`src/pbc_consts.vh`:
```
// Constants for the PLL band calibration and DAC gain control block
`ifndef PBC_CONSTS_VH
`define PBC_CONSTS_VH
// ****************************************************************
// Register offsets
// ****************************************************************
`define PBC_OFS_PLL_CONTROL   5'h04
`define PBC_OFS_GAIN_A        5'h05
`define PBC_OFS_AUX_ONE       5'h06
`define PBC_OFS_GAIN_B        5'h07
`define PBC_OFS_AUX_TWO       5'h08
`define PBC_OFS_LOCK_STATUS   5'h09
`define PBC_OFS_AMP_SCALE     5'h0C
// ****************************************************************
// Field positions
// ****************************************************************
`define PBC_BAND_LSB          2
`define PBC_BAND_MSB          7
`define PBC_BAND_AUTO         6'h3F
`define PBC_LOCK_BIT          3
`define PBC_AUX_SIDE_BIT      15
`define PBC_AUX_SINK_BIT      14
`define PBC_MAG_MSB           9
`define PBC_DIV1_MSB          14
`define PBC_DIV1_LSB          13
`define PBC_DIV2_MSB          12
`define PBC_DIV2_LSB          11
`define PBC_BIAS_MSB          10
`define PBC_BIAS_LSB          8
`define PBC_DRIVE_MSB         1
`define PBC_DRIVE_LSB         0
// ****************************************************************
// Reset values
// ****************************************************************
`define PBC_RST_PLL_CONTROL   16'h0000
`define PBC_RST_GAIN          16'h0000
`define PBC_RST_AUX           16'h0000
`define PBC_RST_AMP_SCALE     16'hFFFF
// ****************************************************************
// Timing
// ****************************************************************
`define PBC_LOCK_SETTLE_US    10
`define PBC_CLK_MHZ           40
`define PBC_LOCK_SETTLE_CYC   (`PBC_LOCK_SETTLE_US * `PBC_CLK_MHZ)
`endif

```
`src/pbc_band_search.v`:
```
// Automatic PLL band search engine
`timescale 1ns/10ps
`include "pbc_consts.vh"
module pbc_band_search #(
    parameter SETTLE_CYC = `PBC_LOCK_SETTLE_CYC
) (
    // Clock and reset
    input  wire       clk_sys,
    input  wire       srst,
    // Control
    input  wire       start,
    input  wire       vco_high,
    input  wire       vco_low,
    // Result
    output reg  [5:0] band,
    output reg        busy,
    output reg        locked
);
    localparam S_IDLE   = 2'd0;
    localparam S_SETTLE = 2'd1;
    localparam S_DONE   = 2'd2;

    reg [1:0]  state;
    reg [15:0] settle_cnt;

    // Linear walk: one band step towards the comparator verdict per settle period.
    always @(posedge clk_sys) begin
        if (srst) begin
            state      <= S_IDLE;
            settle_cnt <= 16'h0000;
            band       <= 6'h1F;
            busy       <= 1'b0;
            locked     <= 1'b0;
        end else begin
            case (state)
                S_IDLE: begin
                    if (start) begin
                        state      <= S_SETTLE;
                        band       <= 6'h1F;
                        busy       <= 1'b1;
                        locked     <= 1'b0;
                        settle_cnt <= 16'h0000;
                    end
                end
                S_SETTLE: begin
                    if (!start) begin
                        state  <= S_IDLE;
                        busy   <= 1'b0;
                    end else if (settle_cnt == SETTLE_CYC[15:0] - 16'h0001) begin
                        settle_cnt <= 16'h0000;
                        // Band 62 is the top fixed band; 63 is never produced
                        if (vco_high && band < 6'h3E) begin
                            band <= band + 6'h01;
                        end else if (vco_low && band > 6'h00) begin
                            band <= band - 6'h01;
                        end else begin
                            state  <= S_DONE;
                            busy   <= 1'b0;
                            locked <= 1'b1;
                        end
                    end else begin
                        settle_cnt <= settle_cnt + 16'h0001;
                    end
                end
                S_DONE: begin
                    if (!start) begin
                        state  <= S_IDLE;
                        locked <= 1'b0;
                    end
                end
                default: begin
                    state <= S_IDLE;
                end
            endcase
        end
    end
endmodule

```
`src/pbc_aux_dac.v`:
```
// Auxiliary DAC output steering: magnitude, side and source/sink
`timescale 1ns/10ps
`include "pbc_consts.vh"
module pbc_aux_dac (
    // Clock and reset
    input  wire        clk_sys,
    input  wire        srst,
    // Control word
    input  wire [15:0] ctrl,
    // Analog cell controls
    output reg  [9:0]  magnitude,
    output reg         p_enable,
    output reg         n_enable,
    output reg         sink_mode
);
    always @(posedge clk_sys) begin
        if (srst) begin
            magnitude <= 10'h000;
            p_enable  <= 1'b1;
            n_enable  <= 1'b0;
            sink_mode <= 1'b0;
        end else begin
            magnitude <= ctrl[`PBC_MAG_MSB:0];
            // Exactly one side on; the idle side is left high impedance
            p_enable  <= ~ctrl[`PBC_AUX_SIDE_BIT];
            n_enable  <= ctrl[`PBC_AUX_SIDE_BIT];
            sink_mode <= ctrl[`PBC_AUX_SINK_BIT];
        end
    end
endmodule

```
`src/pbc_top.v`:
```
// PLL band calibration, main DAC gain and auxiliary DAC control registers
`timescale 1ns/10ps
`include "pbc_consts.vh"
module pbc_top #(
    parameter SETTLE_CYC = `PBC_LOCK_SETTLE_CYC,
    parameter DATA_W     = 16
) (
    // Clock and reset
    input  wire              clk_sys,
    input  wire              srst,
    // Register port
    input  wire [4:0]        reg_addr,
    input  wire [15:0]       reg_wdata,
    input  wire              reg_wr,
    input  wire              reg_rd,
    output reg  [15:0]       reg_rdata,
    // PLL interface
    input  wire              vco_high_pin,
    input  wire              vco_low_pin,
    input  wire              pll_locked_pin,
    output reg  [5:0]        pll_band,
    output reg  [1:0]        divider_ratio_first,
    output reg  [1:0]        divider_ratio_second,
    output reg  [2:0]        pll_bias,
    output reg  [1:0]        pll_drive,
    output reg               lock_detect,
    // Main DAC
    output reg  [9:0]        gain_a,
    output reg  [9:0]        gain_b,
    input  wire [DATA_W-1:0] sample_a,
    input  wire [DATA_W-1:0] sample_b,
    output reg  [DATA_W-1:0] scaled_a,
    output reg  [DATA_W-1:0] scaled_b,
    // Auxiliary DACs
    output reg  [9:0]        aux_one_mag,
    output reg               aux_one_p_en,
    output reg               aux_one_n_en,
    output reg               aux_one_sink,
    output reg  [9:0]        aux_two_mag,
    output reg               aux_two_p_en,
    output reg               aux_two_n_en,
    output reg               aux_two_sink
);
    // ****************************************************************
    // Registers
    // ****************************************************************
    reg  [15:0] pll_control;
    reg  [15:0] main_dac_gain_a;
    reg  [15:0] aux_dac_one_control;
    reg  [15:0] main_dac_gain_b;
    reg  [15:0] aux_dac_two_control;
    reg  [15:0] amplitude_scale_word;
    reg         search_start;

    wire [5:0]  band_field = pll_control[`PBC_BAND_MSB:`PBC_BAND_LSB];
    wire        auto_mode  = (band_field == `PBC_BAND_AUTO);
    wire [5:0]  search_band;
    wire        search_locked;
    // Pass-through fields; the controller keeps them across band rewrites
    wire [1:0]  ratio_first_field  = pll_control[`PBC_DIV1_MSB:`PBC_DIV1_LSB];
    wire [1:0]  ratio_second_field = pll_control[`PBC_DIV2_MSB:`PBC_DIV2_LSB];
    wire [2:0]  bias_field         = pll_control[`PBC_BIAS_MSB:`PBC_BIAS_LSB];
    wire [1:0]  drive_field        = pll_control[`PBC_DRIVE_MSB:`PBC_DRIVE_LSB];

    // ****************************************************************
    // Pin synchronisers
    // ****************************************************************
    reg  [2:0]  pin_meta;
    reg  [2:0]  pin_sync;

    always @(posedge clk_sys) begin
        if (srst) begin
            pin_meta <= 3'h0;
            pin_sync <= 3'h0;
        end else begin
            pin_meta <= {pll_locked_pin, vco_low_pin, vco_high_pin};
            pin_sync <= pin_meta;
        end
    end

    // ****************************************************************
    // Register writes
    // ****************************************************************
    always @(posedge clk_sys) begin
        if (srst) begin
            pll_control          <= `PBC_RST_PLL_CONTROL;
            main_dac_gain_a      <= `PBC_RST_GAIN;
            main_dac_gain_b      <= `PBC_RST_GAIN;
            aux_dac_one_control  <= `PBC_RST_AUX;
            aux_dac_two_control  <= `PBC_RST_AUX;
            amplitude_scale_word <= `PBC_RST_AMP_SCALE;
        end else if (reg_wr) begin
            case (reg_addr)
                `PBC_OFS_PLL_CONTROL: pll_control          <= reg_wdata;
                `PBC_OFS_GAIN_A:      main_dac_gain_a      <= reg_wdata;
                `PBC_OFS_GAIN_B:      main_dac_gain_b      <= reg_wdata;
                `PBC_OFS_AUX_ONE:     aux_dac_one_control  <= reg_wdata;
                `PBC_OFS_AUX_TWO:     aux_dac_two_control  <= reg_wdata;
                `PBC_OFS_AMP_SCALE:   amplitude_scale_word <= reg_wdata;
                default: begin
                end
            endcase
        end
    end

    // ****************************************************************
    // Band search control
    // ****************************************************************
    // Search runs while the field holds the auto code; leaving it aborts.
    always @(posedge clk_sys) begin
        if (srst) begin
            search_start <= 1'b0;
        end else begin
            search_start <= auto_mode;
        end
    end

    pbc_band_search #(
        .SETTLE_CYC (SETTLE_CYC)
    ) u_search (
        .clk_sys  (clk_sys),
        .srst     (srst),
        .start    (search_start),
        .vco_high (pin_sync[0]),
        .vco_low  (pin_sync[1]),
        .band     (search_band),
        .busy     (),
        .locked   (search_locked)
    );

    // ****************************************************************
    // PLL outputs
    // ****************************************************************
    always @(posedge clk_sys) begin
        if (srst) begin
            pll_band             <= 6'h00;
            divider_ratio_first  <= 2'h0;
            divider_ratio_second <= 2'h0;
            pll_bias             <= 3'h0;
            pll_drive            <= 2'h0;
            lock_detect          <= 1'b0;
        end else begin
            // Fixed code 0..62 goes straight to the VCO; auto code uses the engine
            pll_band             <= auto_mode ? search_band : band_field;
            divider_ratio_first  <= ratio_first_field;
            divider_ratio_second <= ratio_second_field;
            pll_bias             <= bias_field;
            pll_drive            <= drive_field;
            // In auto mode lock waits for the search to settle as well
            lock_detect          <= pin_sync[2] & (~auto_mode | search_locked);
        end
    end

    // ****************************************************************
    // Register reads
    // ****************************************************************
    reg  [15:0] next_rdata;
    // Completed search reports the chosen band, not the auto code
    wire [15:0] pll_readback = (auto_mode && search_locked) ?
                               {pll_control[15:8], search_band, pll_control[1:0]} :
                               pll_control;

    always @* begin
        next_rdata = 16'h0000;
        case (reg_addr)
            `PBC_OFS_PLL_CONTROL: next_rdata = pll_readback;
            `PBC_OFS_GAIN_A:      next_rdata = main_dac_gain_a;
            `PBC_OFS_GAIN_B:      next_rdata = main_dac_gain_b;
            `PBC_OFS_AUX_ONE:     next_rdata = aux_dac_one_control;
            `PBC_OFS_AUX_TWO:     next_rdata = aux_dac_two_control;
            `PBC_OFS_AMP_SCALE:   next_rdata = amplitude_scale_word;
            `PBC_OFS_LOCK_STATUS: begin
                // Only the lock bit is live; the rest of the status word reads zero
                next_rdata[`PBC_LOCK_BIT] = lock_detect;
            end
            // Unmapped offsets read as zero
            default: begin
                next_rdata = 16'h0000;
            end
        endcase
    end

    // Read data is captured once per strobe and holds until the next one
    always @(posedge clk_sys) begin
        if (srst) begin
            reg_rdata <= 16'h0000;
        end else if (reg_rd) begin
            reg_rdata <= next_rdata;
        end
    end

    // ****************************************************************
    // Main DAC gain and digital amplitude scaling
    // ****************************************************************
    // Offset binary samples: scale the signed distance from midscale so the
    // midscale code and the analog full-scale current stay untouched.
    localparam [DATA_W-1:0] MIDSCALE = {1'b1, {(DATA_W-1){1'b0}}};

    wire [DATA_W-1:0] sample_ch [0:1];
    wire [DATA_W-1:0] swing_ch  [0:1];

    assign sample_ch[0] = sample_a;
    assign sample_ch[1] = sample_b;

    genvar ch;
    generate
        for (ch = 0; ch < 2; ch = ch + 1) begin : g_scale
            wire signed [DATA_W:0]    dev;
            wire signed [DATA_W+17:0] prod;
            assign dev  = $signed({1'b0, sample_ch[ch]}) - $signed({1'b0, MIDSCALE});
            assign prod = dev * $signed({1'b0, amplitude_scale_word});
            // Slicing floors the result; a bias under one code is accepted
            assign swing_ch[ch] = prod[DATA_W+15:16];
        end
    endgenerate

    always @(posedge clk_sys) begin
        if (srst) begin
            gain_a   <= 10'h000;
            gain_b   <= 10'h000;
            scaled_a <= MIDSCALE;
            scaled_b <= MIDSCALE;
        end else begin
            gain_a   <= main_dac_gain_a[9:0];
            gain_b   <= main_dac_gain_b[9:0];
            scaled_a <= MIDSCALE + swing_ch[0];
            scaled_b <= MIDSCALE + swing_ch[1];
        end
    end

    // ****************************************************************
    // Auxiliary DACs
    // ****************************************************************
    wire [9:0] one_mag;
    wire       one_p;
    wire       one_n;
    wire       one_sink;
    wire [9:0] two_mag;
    wire       two_p;
    wire       two_n;
    wire       two_sink;

    pbc_aux_dac u_aux_one (
        .clk_sys   (clk_sys),
        .srst      (srst),
        .ctrl      (aux_dac_one_control),
        .magnitude (one_mag),
        .p_enable  (one_p),
        .n_enable  (one_n),
        .sink_mode (one_sink)
    );

    pbc_aux_dac u_aux_two (
        .clk_sys   (clk_sys),
        .srst      (srst),
        .ctrl      (aux_dac_two_control),
        .magnitude (two_mag),
        .p_enable  (two_p),
        .n_enable  (two_n),
        .sink_mode (two_sink)
    );

    // Retimed so every top output leaves from a flop
    always @(posedge clk_sys) begin
        if (srst) begin
            aux_one_mag  <= 10'h000;
            aux_one_p_en <= 1'b1;
            aux_one_n_en <= 1'b0;
            aux_one_sink <= 1'b0;
            aux_two_mag  <= 10'h000;
            aux_two_p_en <= 1'b1;
            aux_two_n_en <= 1'b0;
            aux_two_sink <= 1'b0;
        end else begin
            aux_one_mag  <= one_mag;
            aux_one_p_en <= one_p;
            aux_one_n_en <= one_n;
            aux_one_sink <= one_sink;
            aux_two_mag  <= two_mag;
            aux_two_p_en <= two_p;
            aux_two_n_en <= two_n;
            aux_two_sink <= two_sink;
        end
    end
endmodule

```
`config.mk`:
```
export PLATFORM = sky130hd
export DESIGN_NAME = pbc_top
export DESIGN_NICKNAME = d
export VERILOG_FILES = /design/src/pbc_band_search.v /design/src/pbc_aux_dac.v /design/src/pbc_top.v
export VERILOG_INCLUDE_DIRS = /design/src
export SDC_FILE = /design/constraint.sdc
export NUM_CORES = 2
export LEC_CHECK = 0
export BUFFER_PORTS_ARGS = -buffer_cell sky130_fd_sc_hd__clkbuf_2
export CAP_MARGIN = 15
export CORE_AREA = 5 5 258 310
export DETAILED_ROUTE_END_ITERATION = 10
export DIE_AREA = 0 0 263 315
export SLEW_MARGIN = 20
export SYNTH_ARGS = -nofsm -noshare
export SYNTH_HDL_FRONTEND = slang
export SYNTH_SLANG_ARGS = --single-unit
```
`constraint.sdc`:
```
create_clock -name clk_sys -period 18.9 [get_ports clk_sys]
set_input_delay 0.945 -clock clk_sys [delete_from_list [all_inputs] [get_ports clk_sys]]
set_output_delay 0.945 -clock clk_sys [all_outputs]
set_load 0.02 [all_outputs]
```
==> results.json <==
{
  "cts_hold_buf": 0,
  "pre_cts_slack_ns": 11.69,
  "die_area_sq_um": 82800,
  "yosys.area.top_type_share_pct": 36.0,
  "synthTopCellsByArea": "fa_1 36%, dfxtp_1 18%, inv_1 8.8%",
  "grt_max_degree": 86,
  "antenna_violating_nets_post_route": 0,
  "reg2regPathDepth": 22,
  "initial_core_util_pct": 37.7,
  "io_buffers": 169,
  "nets": 4023,
  "viasPerCell": 4.84,
  "reg2reg_setup_slack_ns": 12.12,
  "nFillCells": 7714,
  "grt_pass1_vias": 22735,
  "dpl.hpwl_mm": 54.5,
  "yosysSeqAreaShare_pct": 18.4,
  "synth_fp_nets": 3947,
  "grt_antenna_before_repair": 6,
  "setup_viol": 0,
  "cts_tree": "built",
  "die_h_um": 315,
  "grt_first_pass_wirelength_mm": 118,
  "clk-insertion-delay-late_ns": 0.59,
  "yosysTopAreaCell": "fa_1",
  "max_freq_mhz": 148,
  "ys_ff_latch": 264,
  "numCtsBuffers": 28,
  "worstMarginPinSlew_ns": 1.01,
  "maxCapViolCount": 0,
  "endpoint_kind": "flop",
  "clk_pin_slew_ns": 0.06,
  "gp_congestion": 0.833,
  "core-area_sq_um": 76200,
  "clock_sinks": 264,
  "clockBufferDepth": 3,
  "synth_edf_count": 0,
  "ios": 170,
  "worstHoldPathType": "flop to flop",
  "relSlewSlack_pct": 31.9,
  "critPathKind": "flop to flop",
  "final.period_utilization_pct": 35.9,
  "fp-row-count": 111,
  "routed_wl_mm": 71.3,
  "detail_route.wl_per_cell_um": 16.5,
  "syn_avg_cell_area_sq_um": 8.98,
  "cp_max_fo": 32,
  "globalRouteTotalUtil_pct": 17.5,
  "area.growth.synth_to_final_pct": 9.38,
  "synth_cells": 3205,
  "rr_endpoint": "scaled_a[13]$_SDFF_PP0_",
  "yosys.cell_types.count": 68,
  "yosys_warnings": 0,
  "hold_violations": 0,
  "cp-endpoint": "scaled_a[13]$_SDFF_PP0_",
  "reg2reg_from": "amplitude_scale_word[8]$_SDFFE_PP1P_",
  "die_w_um": 263,
  "h-tree-depth": 1,
  "drtIter0Drc": 966,
  "finalSetupTns_ns": 0,
  "route.detailed.drc": 0,
  "drive_gt1_share_pct": 8.42,
  "startpoint": "amplitude_scale_word[8]$_SDFFE_PP1P_",
  "rsz0062_at_grt": "false",
  "place_area_sq_um": 30500,
  "netlist_area_sq_um": 28800,
  "synth_async_sr_flop_share_pct": 0,
  "status": "finished, final reports clean",
  "cp.arrival_ns": 7.22,
  "synth_top_flop_cell": "dfxtp_1",
  "drtPass1Iterations": 5,
  "skew_ns": 0.0345,
  "stdcell_area_sq_um": 31500,
  "root_buffer": "clkbuf_16",
  "post_cts_buffers": 0,
  "finalCriticalPeriod_ns": 6.78,
  "required_ns": 19.35,
  "route.vias.total": 20914,
  "drv_slew": 0,
  "grt_overflow_total": 0,
  "startpoint_type": "flop",
  "fin_ws_ns": 12.12,
  "ctsResizeCount": 0
}
-- metrics by stage --
step | utilization (%) | std cells | hold slack [ns]
global route | 41.3 | 4320 | 0.432
detailed placement | 40.0 | 4268 | 0.397
floorplan | - | 3205 | 0.387
global placement | 40.0 | 4268 | 0.397
CTS | 41.3 | 4319 | 0.411
finish | 41.3 | 4321 | 0.408
-- cell families (layout without fill, tap and decap cells) --
| kind of cell | after synthesis | after routing | share of synthesized area [%] |
|---|---|---|---|
| and+or+nand+nor | 1058 | 1058 | 17.9 |
| buffers and inverters | 817 | 914 | 10.7 |
| adders and majority gates | 682 | 682 | 43.2 |
| AOI/OAI and AO/OA | 289 | 289 | 6.33 |
| DFF | 264 | 264 | 18.4 |
| xor gates and xnor gates | 58 | 58 | 1.77 |
| muxes | 37 | 37 | 1.77 |
| other | 0 | 2 | 0 |
-- flip-flops by register name (all words and copies together) (netlist names), 6 cells and up --
name	cells
amplitude_scale_word	16
aux_dac_one_control	16
aux_dac_two_control	16
main_dac_gain_a	16
main_dac_gain_b	16
pll_control	16
reg_rdata	16
scaled_a	16
scaled_b	16
u_search.settle_cnt	16
aux_one_mag	10
aux_two_mag	10
gain_a	10
gain_b	10
u_aux_one.magnitude	10
u_aux_two.magnitude	10
pll_band	6
u_search.band	6
-- layer usage --
metal	vias to the layer above	wire [um]	global-route usage (%)
li1	9791	-	-
met1	10562	28800	21.4
met2	451	37000	32.1
met3	102	3520	2.44
met4	8	1920	4.94
met5	-	53	0
-- critical path, stage by stage (launching register included) --
cell and delay [ns]:
dfxtp_1 0.36, buf_4 0.42, nand2_1 0.15, fa_1 0.56, inv_1 0.05, fa_1 0.50
inv_1 0.06, fa_1 0.56, inv_1 0.06, fa_1 0.44, fa_1 0.50, inv_1 0.05
fa_1 0.47, inv_1 0.04, ha_1 0.34, a21o_1 0.21, a2111oi_2 0.39, o41ai_1 0.18
and2_4 0.21, o31ai_4 0.31, nand3b_2 0.15, o31a_1 0.31, mux2_4 0.29
-- worst min path at each step --
stage	startpoint	to	slack, ns	cells after the start
after global routing	u_aux_one.p_enable$_SDFF_PP1_	aux_one_p_en$_SDFF_PP1_	0.43	1
final	u_aux_two.p_enable$_SDFF_PP1_	aux_two_p_en$_SDFF_PP1_	0.41	1
after detailed placement	u_aux_two.p_enable$_SDFF_PP1_	aux_two_p_en$_SDFF_PP1_	0.40	1
after global placement	u_aux_two.p_enable$_SDFF_PP1_	aux_two_p_en$_SDFF_PP1_	0.40	1
after CTS	u_aux_two.p_enable$_SDFF_PP1_	aux_two_p_en$_SDFF_PP1_	0.41	1
after floorplan	aux_dac_one_control[15]$_SDFFE_PP0P_	u_aux_one.p_enable$_SDFF_PP1_	0.39	1
-- cell usage after synthesis, types with 15 or more instances --
cell type,n
nor3_1,16
xnor2_1,43
and3_1,19
a21o_1,26
o21ai_0,34
dfxtp_1,264
xor2_1,15
nor2b_1,105
nand2b_1,33
nor2_1,82
nand3_1,38
o211ai_1,19
a21oi_1,133
fa_1,517
inv_1,671
nand2_1,492
ha_1,165
and2_1,231
mux2i_1,20
clkbuf_1,137
-- placed cells by master, fill, tap and decap left out, types with 28 or more instances in the layout --
cell,n
nor2b_1,105
nand2_1,492
clkbuf_16,28
a21oi_1,133
clkbuf_2,168
nand3_1,38
nor2_1,81
xnor2_1,43
ha_1,165
and2_1,231
nand2b_1,33
fa_1,517
o21ai_0,34
dfxtp_1,264
inv_1,671
-- final cells by class --
cell class	count	area, sq um	area share (%)
multi-input cells	2124	20400	64.8
flip-flops and latches	264	5290	16.8
inverters	672	2520	8.02
well taps	1017	1270	4.04
repair buffers	191	1020	3.23
clock buffers	36	781	2.48
clock inverters	15	179	0.569
diodes	2	5.00	0.0159
Power is not shown: default switching activity piles up to over one toggle a cycle in this logic, so the estimate is an artifact.
